<file path="config.mk">
export PLATFORM = sky130hd
export DESIGN_NAME = plc_attach_moisture_detect
export DESIGN_NICKNAME = d
export VERILOG_FILES = /design/src/wet_classify.v /design/src/plc_attach_moisture_detect.v
export VERILOG_INCLUDE_DIRS = /design/src
export SDC_FILE = /design/constraint.sdc
export NUM_CORES = 1
export LEC_CHECK = 0
export ABC_CLOCK_PERIOD_IN_PS = 12400
export BUFFER_PORTS_ARGS = -buffer_cell sky130_fd_sc_hd__buf_2
export CAP_MARGIN = 20
export CORE_ASPECT_RATIO = 1.2
export CORE_MARGIN = 3
export CORE_UTILIZATION = 50
export CTS_CLUSTER_SIZE = 12
export DETAILED_ROUTE_END_ITERATION = 12
export GPL_TIMING_DRIVEN = 0
export MAX_ROUTING_LAYER = met4
export PLACE_DENSITY = 0.67
export SYNTH_ARGS = -nofsm -noshare
export SYNTH_HDL_FRONTEND = slang
export SYNTH_HIERARCHICAL = 1
export SYNTH_SLANG_ARGS = --single-unit
</file>
<file path="constraint.sdc">
create_clock -name mclk -period 12.4 [get_ports mclk]
set_clock_uncertainty 0.1 [all_clocks]
set_input_delay 2.48 -clock mclk [delete_from_list [all_inputs] [get_ports mclk]]
set_output_delay 2.48 -clock mclk [all_outputs]
set_load 0.02 [all_outputs]
</file>
<file path="src/plc_defs.vh">
// Purpose: shared constants for the attach detection and wet contact measurement sequencer
// Assumes: 200 MHz mclk; offsets are byte addresses on the plain register port
// Notes: times are kept in ms and converted to cycles inside the module
`ifndef PLC_DEFS_VH
`define PLC_DEFS_VH

// ---------------------------------------------------------------
// register map
// ---------------------------------------------------------------
`define REG_CTRL 8'h00
`define REG_CONFIG 8'h04
`define REG_STATUS 8'h08
`define REG_FLAGS 8'h0c
`define REG_RESULT 8'h10

// ---------------------------------------------------------------
// field layout and reset values
// ---------------------------------------------------------------
`define CTRL_MANUAL 0
`define CFG_THR_LO 0
`define CFG_THR_HI 9
`define CFG_TGT_LO 16
`define CFG_TGT_HI 17
`define CFG_RNG_LO 24
`define CFG_RNG_HI 29
`define THR_RESET 10'h2bc
`define TGT_RESET 2'h0
`define RNG_RESET 6'h00
`define FLAG_LINK 0
`define FLAG_DEAD 1
`define FLAG_GND 2
`define FLAG_WET 3
`define FLAG_DONE 4
`define FLAG_OPEN 5
`define FLAG_ABORT 6
`define FLAG_W 7
`define RES_CUR_LO 8
`define RES_CUR_HI 14

// ---------------------------------------------------------------
// timing
// ---------------------------------------------------------------
`define CLK_KHZ 32'd200000
`define T_PULSE_MS 32'd240
`define T_POWER_MS 32'd200
`define T_AUTO_MS 32'd16000

// ---------------------------------------------------------------
// measurement
// ---------------------------------------------------------------
`define ADC_FULL 6'h3f
`define REDUCED_LIMIT 2'h3
`define CUR_MAX_IDX 2'h3
`define SMP_LAST 2'h3
`define AVG_SHIFT 2
`define ABORT_SPAN 6'h08
`define GND_OHM 40'd458
`define OPEN_OHM 40'd1500000
`define MV_TO_UV 40'd1000
`define LSB_UV_DEF 20'd20000

`endif

</file>
<file path="src/wet_classify.v">
// Purpose: sorts a finished measurement into ground short, wet, done and open
// Assumes: resistance = reading * lsb / current, compared by cross products
// Notes: one cycle from start to valid; ground short also reports wet
`timescale 1ns/100ps
`include "plc_defs.vh"
module wet_classify #(
   parameter [19:0] LSB_UV = `LSB_UV_DEF
)(
   // clock and control
   input wire mclk,
   input wire rst,
   input wire ce,
   input wire start,
   // measurement
   input wire [5:0] avg,
   input wire [6:0] cur_ua,
   input wire [9:0] thr_mv,
   input wire [6:0] tgt_ua,
   // result
   output reg valid,
   output reg is_gnd,
   output reg is_wet,
   output reg is_done,
   output reg is_open
);
   // reading scaled to microvolts; 40 bits keep every product exact
   wire [39:0] v_uv = {34'd0, avg} * {20'd0, LSB_UV};
   wire [39:0] cur40 = {33'd0, cur_ua};
   wire [39:0] lhs_wet = v_uv * {33'd0, tgt_ua};
   wire [39:0] rhs_wet = {30'd0, thr_mv} * `MV_TO_UV * cur40;
   wire wet = lhs_wet < rhs_wet;
   wire gnd = v_uv < `GND_OHM * cur40;
   wire open = v_uv > `OPEN_OHM * cur40;

   // registered verdict
   always @(posedge mclk)
   begin
      if (rst)
      begin
         valid <= 1'b0;
         is_gnd <= 1'b0;
         is_wet <= 1'b0;
         is_done <= 1'b0;
         is_open <= 1'b0;
      end
      else if (ce)
      begin
         valid <= start;
         if (start)
         begin
            is_gnd <= gnd;
            is_wet <= wet;
            is_done <= !wet && !open;
            is_open <= open;
         end
      end
   end
endmodule // wet_classify

</file>
<file path="src/plc_attach_moisture_detect.v">
// Purpose: slave side attach detection, wet contact measurement and retry sequencer
// Assumes: pulse comparator and line power inputs are asynchronous pins; adc is on mclk
// Notes: sticky flags clear by writing one; a set in the same cycle wins
//
// The register offsets and the strobed register port were decided locally.
`timescale 1ns/100ps
`include "plc_defs.vh"
module plc_attach_moisture_detect #(
   parameter [31:0] PULSE_CYC = `T_PULSE_MS * `CLK_KHZ,
   parameter [31:0] POWER_CYC = `T_POWER_MS * `CLK_KHZ,
   parameter [31:0] AUTO_CYC = `T_AUTO_MS * `CLK_KHZ,
   parameter [19:0] LSB_UV = `LSB_UV_DEF
)(
   // clock, reset, enable
   input wire mclk,
   input wire rst,
   input wire ce,
   // register port
   input wire [7:0] addr,
   input wire [31:0] wdata,
   input wire wr,
   input wire rd,
   output reg [31:0] rdata,
   // detection pulse front end
   output reg pulse_fire,
   input wire pulse_done_in,
   input wire pulse_reduced_in,
   input wire line_power_in,
   // link state from the link controller
   input wire link_up,
   // adc and current source
   output reg adc_start,
   output reg [1:0] source_current_idx,
   output reg source_on,
   input wire adc_done,
   input wire [5:0] adc_data
);
   // ---------------------------------------------------------------
   // states
   // ---------------------------------------------------------------
   localparam [2:0] ST_IDLE = 3'd0;
   localparam [2:0] ST_START = 3'd1;
   localparam [2:0] ST_WAIT = 3'd2;
   localparam [2:0] ST_STEP = 3'd3;
   localparam [2:0] ST_CLASS = 3'd4;
   localparam [2:0] ST_LINK = 3'd5;

   // source current in uA for a step index: 1, 4, 16, 64
   function [6:0] idx_to_ua;
      input [1:0] idx;
      begin
         idx_to_ua = 7'h01 << {idx, 1'b0};
      end
   endfunction

   // ---------------------------------------------------------------
   // storage
   // ---------------------------------------------------------------
   reg [2:0] state;
   reg [9:0] wet_voltage_threshold;
   reg [1:0] target_source_current_sel;
   reg [5:0] adc_range_offset;
   reg [5:0] averaged_adc_reading;
   reg [6:0] applied_source_current;
   reg [`FLAG_W-1:0] flags;
   reg meas_req;
   reg pend_manual;
   reg wet_present;
   reg [1:0] reduced_cnt;
   reg [31:0] pulse_cnt;
   reg [31:0] power_cnt;
   reg power_armed;
   reg [31:0] auto_cnt;
   reg [1:0] smp;
   reg [7:0] sum;
   reg [5:0] smp_min;
   reg [5:0] smp_max;
   reg link_d;
   reg cls_start;
   // pin synchronisers; stage one feeds stage two only
   reg done_s1, done_s2, done_s3;
   reg red_s1, red_s2;
   reg pwr_s1, pwr_s2;

   wire cls_valid, cls_gnd, cls_wet, cls_done, cls_open;
   wire pulse_result = done_s2 && !done_s3;
   wire [5:0] cur_avg = sum[`AVG_SHIFT+5:`AVG_SHIFT];
   wire [5:0] step_limit = `ADC_FULL - adc_range_offset;
   wire [5:0] spread = smp_max - smp_min;
   wire man_wr = wr && (addr == `REG_CTRL) && wdata[`CTRL_MANUAL];
   wire clr_wr = wr && (addr == `REG_FLAGS);
   wire link_fall = link_d && !link_up;
   wire link_rise = link_up && !link_d;
   wire busy = (state != ST_IDLE) && (state != ST_LINK);

   // ---------------------------------------------------------------
   // verdict
   // ---------------------------------------------------------------
   wet_classify #(
      .LSB_UV(LSB_UV)
   ) u_classify (
      .mclk(mclk),
      .rst(rst),
      .ce(ce),
      .start(cls_start),
      .avg(averaged_adc_reading),
      .cur_ua(applied_source_current),
      .thr_mv(wet_voltage_threshold),
      .tgt_ua(idx_to_ua(target_source_current_sel)),
      .valid(cls_valid),
      .is_gnd(cls_gnd),
      .is_wet(cls_wet),
      .is_done(cls_done),
      .is_open(cls_open)
   );

   // two flops on each pin before any logic looks at it
   always @(posedge mclk)
   begin
      if (rst)
      begin
         done_s1 <= 1'b0;
         done_s2 <= 1'b0;
         done_s3 <= 1'b0;
         red_s1 <= 1'b0;
         red_s2 <= 1'b0;
         pwr_s1 <= 1'b0;
         pwr_s2 <= 1'b0;
         link_d <= 1'b0;
      end
      else if (ce)
      begin
         done_s1 <= pulse_done_in;
         done_s2 <= done_s1;
         done_s3 <= done_s2;
         red_s1 <= pulse_reduced_in;
         red_s2 <= red_s1;
         pwr_s1 <= line_power_in;
         pwr_s2 <= pwr_s1;
         link_d <= link_up;
      end
   end

   // configuration writes
   always @(posedge mclk)
   begin
      if (rst)
      begin
         wet_voltage_threshold <= `THR_RESET;
         target_source_current_sel <= `TGT_RESET;
         adc_range_offset <= `RNG_RESET;
      end
      else if (ce && wr && addr == `REG_CONFIG)
      begin
         wet_voltage_threshold <= wdata[`CFG_THR_HI:`CFG_THR_LO];
         target_source_current_sel <= wdata[`CFG_TGT_HI:`CFG_TGT_LO];
         adc_range_offset <= wdata[`CFG_RNG_HI:`CFG_RNG_LO];
      end
   end

   // read data stand only in the cycle after the strobe
   always @(posedge mclk)
   begin
      if (rst)
         rdata <= 32'h0000_0000;
      else if (ce)
      begin
         rdata <= 32'h0000_0000;
         if (rd)
         begin
            case (addr)
               `REG_CONFIG:
                  rdata <= {2'h0, adc_range_offset, 6'h00, target_source_current_sel,
                     6'h00, wet_voltage_threshold};
               `REG_STATUS:
                  rdata <= {24'h0, 1'b0, state, wet_present, pend_manual, busy, link_up};
               `REG_FLAGS:
                  rdata <= {25'h0, flags};
               `REG_RESULT:
                  rdata <= {17'h0, applied_source_current, 2'h0, averaged_adc_reading};
               default:
                  rdata <= 32'h0000_0000;
            endcase
         end
      end
   end

   // ---------------------------------------------------------------
   // pulse timing, attach detection and retry timers
   // ---------------------------------------------------------------
   // pulse and retry timers are held at zero and the power watchdog disarmed in link mode since the line is then powered and regulated
   always @(posedge mclk)
   begin
      if (rst)
      begin
         pulse_cnt <= 32'h0000_0000;
         pulse_fire <= 1'b0;
         reduced_cnt <= 2'h0;
         power_cnt <= 32'h0000_0000;
         power_armed <= 1'b0;
         auto_cnt <= 32'h0000_0000;
         pend_manual <= 1'b0;
         meas_req <= 1'b0;
      end
      else if (ce)
      begin
         pulse_fire <= 1'b0;
         if (link_up)
         begin
            pulse_cnt <= 32'h0000_0000;
            auto_cnt <= 32'h0000_0000;
            power_armed <= 1'b0;
         end
         else
         begin
            // pulses continue while wet or waiting, only paused during a measurement
            if (pulse_cnt == PULSE_CYC - 32'd1)
            begin
               pulse_cnt <= 32'h0000_0000;
               pulse_fire <= !busy;
            end
            else
               pulse_cnt <= pulse_cnt + 32'd1;
            // periodic retry always runs; no bit can switch it off
            if (auto_cnt == AUTO_CYC - 32'd1)
            begin
               auto_cnt <= 32'h0000_0000;
               meas_req <= 1'b1;
            end
            else
               auto_cnt <= auto_cnt + 32'd1;
            // power watchdog after detection
            if (power_armed)
            begin
               if (pwr_s2)
                  power_armed <= 1'b0;
               else if (power_cnt == POWER_CYC - 32'd1)
               begin
                  power_armed <= 1'b0;
                  meas_req <= 1'b1;
               end
               else
                  power_cnt <= power_cnt + 32'd1;
            end
         end
         // reduced pulse means less than 17k to ground
         if (pulse_result)
         begin
            if (red_s2)
            begin
               if (reduced_cnt == `REDUCED_LIMIT - 2'h1)
               begin
                  meas_req <= 1'b1;
                  power_armed <= 1'b1;
                  power_cnt <= 32'h0000_0000;
               end
               if (reduced_cnt != `REDUCED_LIMIT)
                  reduced_cnt <= reduced_cnt + 2'h1;
            end
            else
               reduced_cnt <= 2'h0;
         end
         // manual request is held while the link is up
         if (man_wr && link_up)
            pend_manual <= 1'b1;
         else if (man_wr)
            meas_req <= 1'b1;
         if (link_fall && pend_manual)
         begin
            pend_manual <= 1'b0;
            meas_req <= 1'b1;
         end
         // request is consumed when the sequencer picks it up
         if (state == ST_IDLE && !link_up && meas_req)
            meas_req <= 1'b0;
      end
   end

   // ---------------------------------------------------------------
   // measurement sequencer and sticky flags
   // ---------------------------------------------------------------
   always @(posedge mclk)
   begin
      if (rst)
      begin
         state <= ST_IDLE;
         adc_start <= 1'b0;
         source_current_idx <= 2'h0;
         source_on <= 1'b0;
         smp <= 2'h0;
         sum <= 8'h00;
         smp_min <= `ADC_FULL;
         smp_max <= 6'h00;
         averaged_adc_reading <= 6'h00;
         applied_source_current <= 7'h00;
         cls_start <= 1'b0;
         wet_present <= 1'b0;
         flags <= {`FLAG_W{1'b0}};
      end
      else if (ce)
      begin
         adc_start <= 1'b0;
         cls_start <= 1'b0;
         // clear first so any set below in this cycle wins
         if (clr_wr)
            flags <= flags & ~wdata[`FLAG_W-1:0];
         if (link_rise)
            flags[`FLAG_LINK] <= 1'b1;
         if (pulse_result && red_s2 && reduced_cnt == `REDUCED_LIMIT - 2'h1)
            flags[`FLAG_DEAD] <= 1'b1;
         if (pulse_result && !red_s2 && wet_present && !busy)
         begin
            wet_present <= 1'b0;
            flags[`FLAG_WET] <= 1'b0;
         end
         case (state)
            ST_IDLE:
            begin
               if (link_up)
                  state <= ST_LINK;
               else if (meas_req)
               begin
                  source_current_idx <= 2'h0;
                  source_on <= 1'b1;
                  smp <= 2'h0;
                  sum <= 8'h00;
                  smp_min <= `ADC_FULL;
                  smp_max <= 6'h00;
                  state <= ST_START;
               end
            end
            ST_START:
            begin
               adc_start <= 1'b1;
               state <= ST_WAIT;
            end
            ST_WAIT:
            begin
               if (adc_done)
               begin
                  sum <= sum + {2'h0, adc_data};
                  if (adc_data < smp_min)
                     smp_min <= adc_data;
                  if (adc_data > smp_max)
                     smp_max <= adc_data;
                  smp <= smp + 2'h1;
                  state <= (smp == `SMP_LAST) ? ST_STEP : ST_START;
               end
            end
            ST_STEP:
            begin
               smp <= 2'h0;
               sum <= 8'h00;
               smp_min <= `ADC_FULL;
               smp_max <= 6'h00;
               averaged_adc_reading <= cur_avg;
               applied_source_current <= idx_to_ua(source_current_idx);
               if (spread > `ABORT_SPAN)
               begin
                  flags[`FLAG_ABORT] <= 1'b1;
                  source_on <= 1'b0;
                  state <= ST_IDLE;
               end
               else if (cur_avg < step_limit && source_current_idx != `CUR_MAX_IDX)
               begin
                  source_current_idx <= source_current_idx + 2'h1;
                  state <= ST_START;
               end
               else
               begin
                  source_on <= 1'b0;
                  cls_start <= 1'b1;
                  state <= ST_CLASS;
               end
            end
            ST_CLASS:
            begin
               if (cls_valid)
               begin
                  wet_present <= cls_wet;
                  if (cls_gnd)
                     flags[`FLAG_GND] <= 1'b1;
                  if (cls_wet)
                     flags[`FLAG_WET] <= 1'b1;
                  if (cls_done)
                     flags[`FLAG_DONE] <= 1'b1;
                  if (cls_open)
                     flags[`FLAG_OPEN] <= 1'b1;
                  state <= ST_IDLE;
               end
            end
            ST_LINK:
            begin
               if (!link_up)
                  state <= ST_IDLE;
            end
            default:
               state <= ST_IDLE;
         endcase
      end
   end
endmodule // plc_attach_moisture_detect

</file>
==> results of run 1 <==
==> state kept, by name, summed over array words and instances, names as in the netlist, 2 cells and up <==
| signal | cells |
|---|---|
| adc_range_offset | 6 |
| applied_source_current | 4 |
| auto_cnt | 32 |
| averaged_adc_reading | 6 |
| flags | 7 |
| power_cnt | 32 |
| pulse_cnt | 32 |
| rdata | 21 |
| reduced_cnt | 2 |
| smp | 2 |
| smp_max | 6 |
| smp_min | 6 |
| source_current_idx | 2 |
| state | 3 |
| sum | 8 |
| target_source_current_sel | 2 |
| wet_voltage_threshold | 10 |
==> stage by stage <==
step           util (%)  power [mW]  hold slack, ns
2_1_floorplan         -       0.921           0.331
3_3_place_gp       53.6       0.991           0.345
3_5_place_dp       53.7        1.00           0.353
4_1_cts            55.0        1.59           0.362
5_1_grt            55.1        1.66           0.380
6_report           55.1        1.58           0.361
==> worst min-delay path, stage by stage (launching register included) <==
cell     delay, ns
dfxtp_1       0.31
nand2_1       0.05
o21ai_0       0.06
==> final timing paths <==
path,to,slack [ns],from
worst max-delay path,u_classify/is_wet,1.81,wet_voltage_threshold[1]
worst min-delay path,flags[6],0.36,flags[6]
worst max register to register,u_classify/is_wet,1.81,wet_voltage_threshold[1]
worst min register to register,flags[6],0.36,flags[6]
==> layout make-up <==
cell class / instances / area, um2
Buffer: 79 / 397
Antenna cell: 2 / 5.00
Clock inverter: 2 / 16.3
Fill cell: 4360 / 20600
Inverter: 351 / 1320
Multi-Input combinational cell: 2191 / 17800
Sequential cell: 202 / 4040
Timing Repair Buffer: 74 / 397
Tap cell: 616 / 771
Clock buffer: 27 / 578
==> cell families (layout without fill, tap and decap cells) <==
group / Yosys count / count (layout)
fa+ha+maj: 539 / 539
mux: 27 / 27
xor+xnor: 160 / 160
buf+inv: 430 / 533
simple gates: 986 / 986
other cells: 1 / 69
compound gates: 412 / 412
flops: 202 / 202
==> per-layer routing <==
layer  share of wire (%)  routed length [um]  GRT usage, %
met5                   0                   0             -
met4                 3.6                2150          8.91
met3                 3.6                2130          1.94
met2                  52               30600          45.3
met1                  41               24500          29.4
==> cell usage in the layout, fill, tap and decap left out, types with 13 or more instances in the layout <==
cell / synthesis / final
a21o_1: 33 / 33
or2_2: 18 / 18
fa_1: 216 / 216
nand2_1: 314 / 314
or3_1: 19 / 19
a31oi_1: 13 / 13
dfxtp_1: 202 / 202
and3_1: 15 / 15
nor2b_1: 18 / 18
buf_2: 7 / 76
nor3_1: 49 / 49
a22oi_1: 20 / 20
nand4_1: 46 / 46
and2_1: 95 / 95
xor2_1: 58 / 58
mux2i_1: 21 / 21
nor4_1: 17 / 17
nand3_1: 60 / 60
inv_1: 351 / 351
buf_4: 12 / 14
clkbuf_1: 52 / 55
nand2b_1: 37 / 37
nor4b_1: 14 / 14
ha_1: 323 / 323
conb_1: 1 / 67
o21ai_0: 71 / 71
a21oi_1: 158 / 158
nor2_1: 225 / 225
nand3b_1: 13 / 13
clkbuf_16: 0 / 21
xnor2_1: 102 / 102
==> power by group <==
part	switching (mW)	internal [mW]
logic	0.203	0.133
registers	0.00546	0.654
clock network	0.257	0.324
total	0.466	1.11
==> metrics.yaml, run 1 <==
crit_path_max_incr_delay_ns: 0.67
synth_xor_area_share_pct: 6.02
power_density_mw_per_mm2: 62.3
critPathRequiredTime_ns: 12.74
hold_buffers: 0
track_usage_pct: 25.1
start_util_pct: 50.7
avgSynthCellArea_um2: 8.45
wl_um: 59300
clk_pin_slew_worst_paths_ns: 0.06
critical_path_arrival_ns: 10.93
ys_seq_area_share_pct: 17.4
grt_max_degree: 19
nets: 3515
synth_area_leaders: "fa_1 (19%), dfxtp_1 (17%), ha_1 (17%)"
p_leak_nw: 11.8
rsz0062_at_grt: "no"
path_buf_inv: 3
syn_to_final_growth_pct: 8.65
crit_cells: 35
worst-setup-path-type: "flip-flop to flip-flop"
cts_tree: "done"
maxClockFrequency_mhz: 94.4
final.min_clock_period_ns: 10.59
status: "complete, no violations"
critical_path.max_fanout: 11
synth_edf_count: 0
clkLatencyLatePin_ns: 0.52
die_x_um: 203
placedCellCount: 3511
instances_no_fill: 3544
post-cts-setup-buffer-count: 0
synth_common_cells: "inv_1 (351), ha_1 (323), nand2_1 (314)"
worst_pin_slew_ns: 1.17
ys_warn_count: 6
synth-compound-area-share_pct: 11.3
cts_root_buffer: "clkbuf_16"
cpMostUsedCell: "fa_1"
synth_top_family_by_area: "adder cells"
numCtsBuffers: 21
vias: 19376
cts_buffer_depth: 3
drive_gt1_share_pct: 6.12
grt_pass1_wl_um: 100000
setup_violations: 0
relSlewSlack_pct: 21.6
timing.final.ws_setup_ns: 1.81
async_flop_share_pct: 0
grt_pass1_vias: 20330
core_mm2: 0.0459
synth-seq-cells: 202
netlist.area_leader.share_pct: 18.6
synth_cell_types: 92
drv_slew: 0
end_kind: "flip-flop"
viasPerCell: 5.47
initialDrtViolationCount: 1040
synth_ff_type: "dfxtp_1"
dp_hpwl_um: 47900
gp_congestion: 0.891
synth_top_area_cell: "fa_1"
drcViolationCount: 0
dp_slack_ns: 1.78
h-tree-depth: 1
drt-wirelength-per-cell_um: 16.7
synth_simple_gate_area_share_pct: 20.9
fp.dieH_um: 242
cp_slowest_cell: "o21ai_0"
synth.cell_area_mm2: 0.0233
design_area_mm2: 0.0253
finalCritPeriodShare_pct: 85.4
cts_resized: 0
dpl-instance-area_mm2: 0.0247
max-vdd-ir-drop_mv: 0.114
io_pins: 93
hold_path_depth: 2
first_pass_iters: 6
grt_antenna_before_repair: 3
maxCapViolCount: 0
io_buffers: 67
holdCritPathClass: "flip-flop to flip-flop"
ant_nets: 0
path_delay_family: "adder cells"
reg2regPathDepth: 35
synthAdderAreaFrac_pct: 35.9
synth.most_common_cell: "inv_1"
netlist_instances: 2757
start_kind: "flip-flop"
muxShareOfSynthArea_pct: 1.19
hold_viol: 0
gr-total-overflow: 0
final.setup.tns_ns: 0
cts.sinks: 202
rows: 86
die-area_mm2: 0.0492
Power figures use the tool's default switching activity.
==> run 2, diff against run 1 <==
CORE_MARGIN = unset   (was 3)
==> run 2 against run 1 <==
First-iteration DRC count shrank 16%. Sequential power barely moved. Fmax decreased by 0.24%. Critical path type unchanged. Largest cell class unchanged.
==> metrics.yaml, run 2 (synthesis results as in run 1) <==
max-vdd-ir-drop_mv: 0.124
post-cts-setup-buffer-count: 0
critical_path.max_fanout: 11
end_kind: "flip-flop"
cts_resized: 0
worst-setup-path-type: "flip-flop to flip-flop"
clk_pin_slew_worst_paths_ns: 0.07
drv_slew: 0
rows: 86
nets: 3515
hold_viol: 0
status: "complete, no violations"
crit_path_max_incr_delay_ns: 0.78
critical_path_arrival_ns: 10.93
drt-wirelength-per-cell_um: 16.6
drive_gt1_share_pct: 6.08
cts.sinks: 202
gr-total-overflow: 0
ant_nets: 0
vias: 19407
grt_antenna_before_repair: 4
final.setup.tns_ns: 0
reg_top3: "auto_cnt: 32 flops, power_cnt: 32 flops, pulse_cnt: 32 flops"
io_pins: 93
path_delay_family: "adder cells"
gp_congestion: 0.917
wl_um: 59000
dp_slack_ns: 1.84
numCtsBuffers: 21
path_buf_inv: 3
grt_pass1_wl_um: 97800
n_fill_cell: 4280
layout_common_cells: "inv_1 (351), ha_1 (323), nand2_1 (314), nor2_1 (225), fa_1 (216)"
cts_buffer_depth: 3
maxCapViolCount: 0
grt_max_degree: 19
grt_pass1_vias: 19992
worst_pin_slew_ns: 1.10
start_util_pct: 50.7
holdCritPathClass: "flip-flop to flip-flop"
setup_violations: 0
drcViolationCount: 0
relSlewSlack_pct: 26.4
power_density_mw_per_mm2: 62.7
track_usage_pct: 26.5
timing.final.ws_setup_ns: 1.78
finalCritPeriodShare_pct: 85.6
dp_hpwl_um: 47600
viasPerCell: 5.47
dpl-instance-area_mm2: 0.0247
fp.dieH_um: 238
design_area_mm2: 0.0253
cp_slowest_cell: "o21ai_0"
cpMostUsedCell: "fa_1"
maxClockFrequency_mhz: 94.2
cts_tree: "done"
rsz0062_at_grt: "no"
clkLatencyLatePin_ns: 0.52
die_x_um: 199
critPathRequiredTime_ns: 12.71
cts_root_buffer: "clkbuf_16"
final.min_clock_period_ns: 10.62
core_mm2: 0.0459
final_common_cell: "inv_1"
start_kind: "flip-flop"
first_pass_iters: 6
io_buffers: 67
p_leak_nw: 11.8
hold_buffers: 0
die-area_mm2: 0.0475
initialDrtViolationCount: 877
syn_to_final_growth_pct: 8.63
h-tree-depth: 1
[run 2: worst paths after layout]
path | startpoint | to | slack [ns] | depth (start not counted)
worst max register to register | wet_voltage_threshold[1] | u_classify/is_done | 1.78 | 35
worst min-delay path | flags[1] | flags[1] | 0.36 | 2
worst max-delay path | wet_voltage_threshold[1] | u_classify/is_done | 1.78 | 35
worst min register to register | flags[1] | flags[1] | 0.36 | 2
[run 2: power by group]
part           total, mW  switching (mW)  internal [mW]
Sequential         0.659         0.00560          0.654
Clock              0.593           0.253          0.340
Combinational      0.334           0.202          0.132
[run 2: layout make-up]
| type | count | area (um2) | share of cell area (%) |
|---|---|---|---|
| flip-flops and latches | 202 | 4040 | 16.0 |
| plain buffers | 79 | 397 | 1.57 |
| repair buffers | 74 | 375 | 1.48 |
| inverters | 351 | 1320 | 5.21 |
| clock inverters | 1 | 30.0 | 0.119 |
| well taps | 616 | 771 | 3.05 |
| clock buffers | 29 | 576 | 2.27 |
| multi-input cells | 2191 | 17800 | 70.3 |
| diodes | 4 | 10.0 | 0.0396 |
[run 2: worst reg2reg max path: cells and delay by family, from the launching register on]
| kind | cells | cell delay (ns) |
|---|---|---|
| simple gates | 4 | 0.41 |
| xor+xnor | 1 | 0.10 |
| flops | 1 | 0.66 |
| compound gates | 15 | 3.83 |
| mux | 1 | 0.42 |
| fa+ha+maj | 11 | 4.64 |
| buf+inv | 3 | 0.38 |
[run 2: routing by layer]
metal | global-route usage (%) | part of all wire (%) | vias to the layer above
li1 | - | - | 9464
met3 | 3.17 | 4.7 | 147
met2 | 47.1 | 51 | 434
met5 | - | 0 | -
met1 | 29.2 | 40 | 9362
met4 | 12.1 | 4.7 | 0
[run 2: through the flow]
step,std cells,power [mW],hold WS (ns),utilization [%]
finish,3547,1.59,0.362,55.1
global route,3547,1.67,0.375,55.1
CTS,3538,1.60,0.358,55.0
detailed placement,3508,0.999,0.349,53.7
global placement,3506,0.991,0.346,53.6
floorplan,2823,0.921,0.331,-
